### config.mk
export PLATFORM = sky130hd
export DESIGN_NAME = digital_input_routing_matrix
export DESIGN_NICKNAME = d
export VERILOG_FILES = /design/src/core/di_routing_pkg.sv /design/src/core/digital_input_routing_matrix.sv /design/src/core/input_route_slice.sv
export VERILOG_INCLUDE_DIRS = /design/src /design/src/core
export SDC_FILE = /design/constraint.sdc
export NUM_CORES = 1
export LEC_CHECK = 0
export BUFFER_PORTS_ARGS = -buffer_cell sky130_fd_sc_hd__buf_2
export CORE_ASPECT_RATIO = 2
export CORE_UTILIZATION = 40
export DETAILED_ROUTE_END_ITERATION = 6
export PLACE_DENSITY_LB_ADDON = 0.12
export SLEW_MARGIN = 10
export SYNTH_ARGS = -nofsm -noshare
export SYNTH_HDL_FRONTEND = slang
export SYNTH_HIERARCHICAL = 1
export SYNTH_SLANG_ARGS = --single-unit
export TNS_END_PERCENT = 50
### constraint.sdc
create_clock -name sys_clk -period 1.5 [get_ports sys_clk]
set_input_delay 0.075 -clock sys_clk [delete_from_list [all_inputs] [get_ports sys_clk]]
set_output_delay 0.075 -clock sys_clk [all_outputs]
set_load 0.005 [all_outputs]
### src/core/di_routing_cfg.svh
`ifndef DI_ROUTING_CFG_SVH
`define DI_ROUTING_CFG_SVH

// ----------------------------------------------------------------
// Sizes
// ----------------------------------------------------------------
`define N_INPUTS 5
`define SW_COUNT 20

// ----------------------------------------------------------------
// Byte offsets on the register bus
// ----------------------------------------------------------------
`define ROUTE_OFS_BASE 8'h00
`define ROUTE_OFS_STEP 8'h04
`define STATUS_OFS 8'h14

// ----------------------------------------------------------------
// Reset values
// ----------------------------------------------------------------
`define ROUTE_RST 20'h00000
`define RDATA_RST 32'h00000000

// ----------------------------------------------------------------
// Switch positions: switch n sits at bit n-1, weight 2**(n-1)
// ----------------------------------------------------------------
`define SW_CLR_IND 0
`define SW_CLR_LATCH 1
`define SW_CLR_MEM 2
`define SW_GROUP_SEL 3
`define SW_TIME_SYNC 4
`define SW_EXT_TRIP 5
`define SW_BF_START 6
`define SW_LOCKOUT_SET 7
`define SW_EXT_ARC 8
`define SW_LOCKOUT_RST 9
`define SW_BLOCK_FIRST 10
`define SW_RECLOSE_OFF 15
`define SW_RECLOSE_INH 16
`define SW_POS_OPEN 17
`define SW_POS_CLOSED 18
`define SW_RECLOSE_EXT 19

// ----------------------------------------------------------------
// Status register fields
// ----------------------------------------------------------------
`define ST_GROUP2_BIT 8

`endif

### src/core/di_routing_pkg.sv
`include "di_routing_cfg.svh"

package di_routing_pkg;

  // Requests sent to the relay functions
  typedef struct packed {
    logic clear_indications;
    logic release_latched;
    logic clear_memorized;
    logic setting_group2;
    logic time_sync_pulse;
    logic external_trip;
    logic breaker_failure_start;
    logic trip_lockout_set;
    logic external_arc;
    logic trip_lockout_reset;
    logic [4:0] stage_block; // Low oc, high oc, low ef, high ef, phase disc.
    logic auto_reclose_inhibit;
    logic reclose_inhibit;
    logic breaker_pos_open;
    logic breaker_pos_closed;
    logic auto_reclose_initiate;
  } fn_req_t;

  // Whole state of the matrix
  typedef struct packed {
    logic [`N_INPUTS-1:0][`SW_COUNT-1:0] route;
    logic [`N_INPUTS-1:0] din_prev;
    logic wreq;
    logic [31:0] rdata;
    fn_req_t fn;
  } matrix_state_t;

endpackage : di_routing_pkg

### src/core/digital_input_routing_matrix.sv
// How it works
// - One switch group per input, in order
// - Switch 1 lets input clear indications
// - Switch 2 clears indications, releases latched contacts
// - Switch 3 also clears memorized values
// - Switch 4 selects setting group two
// - Switch 5 makes input a time-sync pulse
// - Switch 6 raises external trip
// - Switch 7 starts breaker failure protection
// - Switch 8 sets trip lockout
// - Switch 9 signals external arc detection
// - Switch 10 resets trip lockout
// - Switches 11-15 block five protection stages
// - Switch 16 inhibits auto reclose
// - Switch 17 inhibits breaker reclosing
// - Switch 20 initiates auto reclose
// - Group reads back as weight sum checksum
//
// Added by the designer: the Avalon-MM register port and the register addresses.
`timescale 1ns/1ps
`include "di_routing_cfg.svh"

module digital_input_routing_matrix (
  input wire logic sys_clk,
  input wire logic reset,
  input wire logic [`N_INPUTS-1:0] digital_in,
  input wire logic [7:0] avs_address,
  input wire logic avs_read,
  input wire logic avs_write,
  input wire logic [31:0] avs_writedata,
  input wire logic [3:0] avs_byteenable,
  output logic [31:0] avs_readdata,
  output logic avs_waitrequest,
  output di_routing_pkg::fn_req_t fn_req
);
  import di_routing_pkg::*;

  // ----------------------------------------------------------------
  // Signals
  // ----------------------------------------------------------------
  matrix_state_t s_r; // Registered state
  matrix_state_t s_nxt; // Next state
  logic [`N_INPUTS-1:0][`SW_COUNT-1:0] req; // Per-input requests
  logic [`SW_COUNT-1:0] any_req; // Requests merged over inputs
  logic [`N_INPUTS-1:0] grp_sel; // Inputs that steer the group
  logic [`N_INPUTS-1:0] sync_sel; // Inputs used as sync source
  logic [5:0] word_idx; // Word index of the bus address
  logic route_hit; // Address falls on a routing register
  logic [2:0] route_idx; // Which routing register

  // ----------------------------------------------------------------
  // Per-input gating
  // ----------------------------------------------------------------
  // Input i is governed by group i only
  for (genvar i = 0; i < `N_INPUTS; i++) begin : g_slice
    input_route_slice #(
      .W(`SW_COUNT)
    ) u_slice (
      .din(digital_in[i]),
      .switches(s_r.route[i]),
      .req(req[i])
    );
    assign grp_sel[i] = s_r.route[i][`SW_GROUP_SEL];
    assign sync_sel[i] = s_r.route[i][`SW_TIME_SYNC];
  end

  // Merge of all inputs; several switches act at once
  always_comb begin
    any_req = '0;
    for (int i = 0; i < `N_INPUTS; i++) begin
      any_req = any_req | req[i];
    end
  end

  // ----------------------------------------------------------------
  // Address decode
  // ----------------------------------------------------------------
  assign word_idx = avs_address[7:2];
  assign route_hit = (avs_address[1:0] == 2'h0) && (word_idx < 6'(`N_INPUTS));
  assign route_idx = word_idx[2:0];

  // ----------------------------------------------------------------
  // Next state
  // ----------------------------------------------------------------
  always_comb begin
    s_nxt = s_r;
    s_nxt.din_prev = digital_in;
    // Clearing: each higher switch adds to the lower ones' effect
    s_nxt.fn.clear_indications = any_req[`SW_CLR_IND] |
                                 any_req[`SW_CLR_LATCH] |
                                 any_req[`SW_CLR_MEM];
    s_nxt.fn.release_latched = any_req[`SW_CLR_LATCH] | any_req[`SW_CLR_MEM];
    s_nxt.fn.clear_memorized = any_req[`SW_CLR_MEM];
    // Group held when no input is allowed to steer it
    if (|grp_sel) begin
      s_nxt.fn.setting_group2 = |(grp_sel & digital_in);
    end
    // Sync marks the rising edge only, so a long level is one pulse
    s_nxt.fn.time_sync_pulse = |(sync_sel & digital_in & ~s_r.din_prev);
    s_nxt.fn.external_trip = any_req[`SW_EXT_TRIP];
    s_nxt.fn.breaker_failure_start = any_req[`SW_BF_START];
    s_nxt.fn.trip_lockout_set = any_req[`SW_LOCKOUT_SET];
    s_nxt.fn.external_arc = any_req[`SW_EXT_ARC];
    s_nxt.fn.trip_lockout_reset = any_req[`SW_LOCKOUT_RST];
    s_nxt.fn.stage_block = any_req[`SW_BLOCK_FIRST +: 5];
    s_nxt.fn.auto_reclose_inhibit = any_req[`SW_RECLOSE_OFF];
    s_nxt.fn.reclose_inhibit = any_req[`SW_RECLOSE_INH];
    s_nxt.fn.breaker_pos_open = any_req[`SW_POS_OPEN];
    s_nxt.fn.breaker_pos_closed = any_req[`SW_POS_CLOSED];
    s_nxt.fn.auto_reclose_initiate = any_req[`SW_RECLOSE_EXT];
    // Bus: answer one cycle after the request, commit on release
    if (s_r.wreq) begin
      // First cycle of a request: prepare the answer
      if (avs_read || avs_write) begin
        s_nxt.wreq = 1'b0;
        s_nxt.rdata = `RDATA_RST;
        if (route_hit) begin
          // Plain value is the weight sum of set switches
          s_nxt.rdata[`SW_COUNT-1:0] = s_r.route[route_idx];
        end else if (avs_address == `STATUS_OFS) begin
          s_nxt.rdata[`N_INPUTS-1:0] = digital_in;
          s_nxt.rdata[`ST_GROUP2_BIT] = s_r.fn.setting_group2;
        end
      end
    end else begin
      // Answer cycle: master takes it at this edge
      s_nxt.wreq = 1'b1;
      // Unmapped or misaligned writes are dropped silently
      if (avs_write && route_hit) begin
        for (int b = 0; b < `SW_COUNT; b++) begin
          if (avs_byteenable[b / 8]) begin
            s_nxt.route[route_idx][b] = avs_writedata[b];
          end
        end
      end
    end
  end

  // ----------------------------------------------------------------
  // State register
  // ----------------------------------------------------------------
  always_ff @(posedge sys_clk) begin
    if (reset) begin
      s_r.route <= {`N_INPUTS{`ROUTE_RST}};
      // Input already high at release looks like a rising edge, but reset clears switch 5, so no sync pulse follows
      s_r.din_prev <= '0;
      s_r.wreq <= 1'b1;
      s_r.rdata <= `RDATA_RST;
      s_r.fn <= '0;
    end else begin
      s_r <= s_nxt;
    end
  end

  // ----------------------------------------------------------------
  // Outputs
  // ----------------------------------------------------------------
  // Straight from flops, so no decode glitch reaches trip logic
  assign avs_readdata = s_r.rdata;
  assign avs_waitrequest = s_r.wreq;
  assign fn_req = s_r.fn;

  // Helper: any input whose group holds a given switch
  logic [`N_INPUTS-1:0] col_mem;
  logic [`N_INPUTS-1:0] col_blk_lo;
  for (genvar i = 0; i < `N_INPUTS; i++) begin : g_col
    assign col_mem[i] = s_r.route[i][`SW_CLR_MEM];
    assign col_blk_lo[i] = s_r.route[i][`SW_BLOCK_FIRST];
  end

  // Helper: for each switch, the inputs whose group holds it
  logic [`SW_COUNT-1:0][`N_INPUTS-1:0] col; // Taken from the registers, not the slices
  for (genvar j = 0; j < `SW_COUNT; j++) begin : g_sw
    for (genvar i = 0; i < `N_INPUTS; i++) begin : g_in
      assign col[j][i] = s_r.route[i][j];
    end
  end
endmodule : digital_input_routing_matrix

### src/core/input_route_slice.sv
`timescale 1ns/1ps

// ----------------------------------------------------------------
// One input gated onto every enabled function
// ----------------------------------------------------------------
module input_route_slice #(
  parameter int W = 20
) (
  input wire logic din,
  input wire logic [W-1:0] switches,
  output logic [W-1:0] req
);

  // Every set switch passes the input level on at once
  assign req = switches & {W{din}};

endmodule : input_route_slice

==> flow_summary.json <==
{
  "drc": 0,
  "worst_clock_skew_ns": 0.00928,
  "fin_ws_ns": -0.0546,
  "first_pass_iters": 7,
  "grt_pass1_vias": 6111,
  "core_area_mm2": 0.0177,
  "rr_startpoint": "avs_waitrequest",
  "wl_per_cell_um": 19.8,
  "cts-htree-levels": 4,
  "status": "finished with violations",
  "cts_buffers": 17,
  "io_pins": 106,
  "start_util": 0.407,
  "holdPathStages": 4,
  "drv_cap": 0,
  "gr-usage-all-layers": 0.241,
  "hold_path_startpoint": "avs_read",
  "grt_first_pass_wirelength_um": 33800,
  "finalHoldViolCount": 0,
  "dpl_worst_slack_ns": -0.119,
  "overflow": 0,
  "ys_warn_count": 6,
  "slew_viol_final": 0,
  "clk_latency_ns": 0.43,
  "crit_start": "avs_waitrequest",
  "vias_per_cell": 5.46,
  "rows": 69,
  "cts_root_buffer": "clkbuf_16",
  "synthCells": 796,
  "worstMarginPinSlew_ns": 0.571,
  "grt_antenna_before_repair": 1,
  "synth_area_mm2": 0.00720,
  "leakagePower_nw": 3.93,
  "rr_worst_depth": 6,
  "dieWidth_um": 96.9,
  "gp_congestion": 0.847,
  "grt_max_degree": 127,
  "antenna_left": 0,
  "hold_path.class": "input port to flip-flop",
  "rsz0062_at_grt": "yes",
  "cts_tree": "done",
  "cts.path.max_buffers": 2,
  "drive_above_1_share": 0.270,
  "start_kind": "flip-flop",
  "area_growth_pct": 19.4,
  "cts.sinks": 146,
  "path_class": "flip-flop to flip-flop",
  "finish.net_count": 926,
  "power_per_cell_area_mw_per_mm2": 979,
  "fin_crit_ns": 1.55,
  "die_area_mm2": 0.0186,
  "antenna_cells": 0,
  "synth.avg_cell_area_um2": 9.05,
  "required_ns": 1.79,
  "clkTransAtPathRegs_ns": 0.06,
  "initialDrtViolationCount": 245,
  "finalSetupViolCount": 23,
  "io_buffers": 80,
  "fmax_ghz": 0.643,
  "critPathMaxFanout": 16,
  "hpwl_um": 15200,
  "min_period_over_period": 1.04,
  "cp_data_arrival_time_ns": 1.85,
  "vias": 5997,
  "irDropWorstVdd_uv": 602,
  "cp-end-kind": "flip-flop",
  "routed_wl_um": 21800,
  "final_core_util": 0.486,
  "violations": "negative setup slack",
  "maxSlewHeadroom": 0.618,
  "reg2reg_slack_ns": -0.05,
  "die_h_um": 192
}
## final cells by class
cell class                 instances  area [um2]
timing repair buffer             153        1170
clock inverter                    10        86.3
tap                              213         267
inverter                           1        3.75
fill                            1711        9100
multi-input combinational        554        3690
sequential                       146        2930
clock buffer                      22         454
## registers in the layout, indices dropped and copies added (netlist names)
signal and cells:
s_r 5, col 100, fn_req 20, avs_waitrequest 1, avs_readdata 20
## through the flow
step           std cells  hold slack (ns)  area [um2]  power, mW  setup TNS, ns
2_1_floorplan        807            0.203        7250       4.24          -2.56
3_5_place_dp        1044            0.371        7740       4.50          -1.51
4_1_cts             1098           0.0425        8530       8.51          -1.03
6_report            1099           0.0444        8600       8.42         -0.354
5_1_grt             1099           0.0977        8600       8.72          -3.64
3_3_place_gp        1044            0.369        7740       4.49         -0.779
## cells in the final DEF, fill, tap and decap left out, drive strengths merged, types with 12 or more instances in the layout
master / instances
a22o: 14
nand4: 13
a21oi: 55
nor3: 19
dfxtp: 146
buf: 133
a22oi: 29
mux2i: 68
mux2: 26
conb: 12
dlygate4sd3: 20
nand2: 76
clkbuf: 22
nor2: 93
o22ai: 16
and2: 91
## power by group
group	switching (mW)	total [mW]	leakage, nW	internal (mW)
Clock	1.65	3.96	0.260	2.31
Sequential	0.00542	3.89	1.18	3.89
Combinational	0.370	0.569	2.49	0.199
Total	2.02	8.42	3.93	6.40
## timing repair
action | in CTS | in global routing
endpoints found under the hold margin | 93 | 0
hold buffers | 20 | 0
setup endpoints to repair | 46 | 91
buffers inserted | 2 | 1
pin swaps | 4 | 3
resized for setup | 8 | 12
## worst max-delay path, stage by stage (launching register included)
cell and delay, ns:
dfxtp_2 0.34, nor4b_4 0.26, buf_12 0.19, buf_4 0.18, nand4b_4 0.15, mux2i_1 0.22, nor2_1 0.06
## final timing paths
check / to
setup reg to reg: col[80]
hold reg to reg: col[10]
hold / removal: avs_waitrequest
setup / recovery: col[80]
## layer usage
| metal | share of wire | up-vias | track usage | wire length, um |
|---|---|---|---|---|
| li1 | - | 2841 | - | - |
| met1 | 0.36 | 2874 | 0.248 | 7890 |
| met2 | 0.55 | 212 | 0.457 | 11900 |
| met3 | 0.039 | 70 | 0.0368 | 848 |
| met4 | 0.049 | 0 | 0.134 | 1080 |
| met5 | 0 | - | 0 | 0 |
Power figures use the tool's default switching activity.
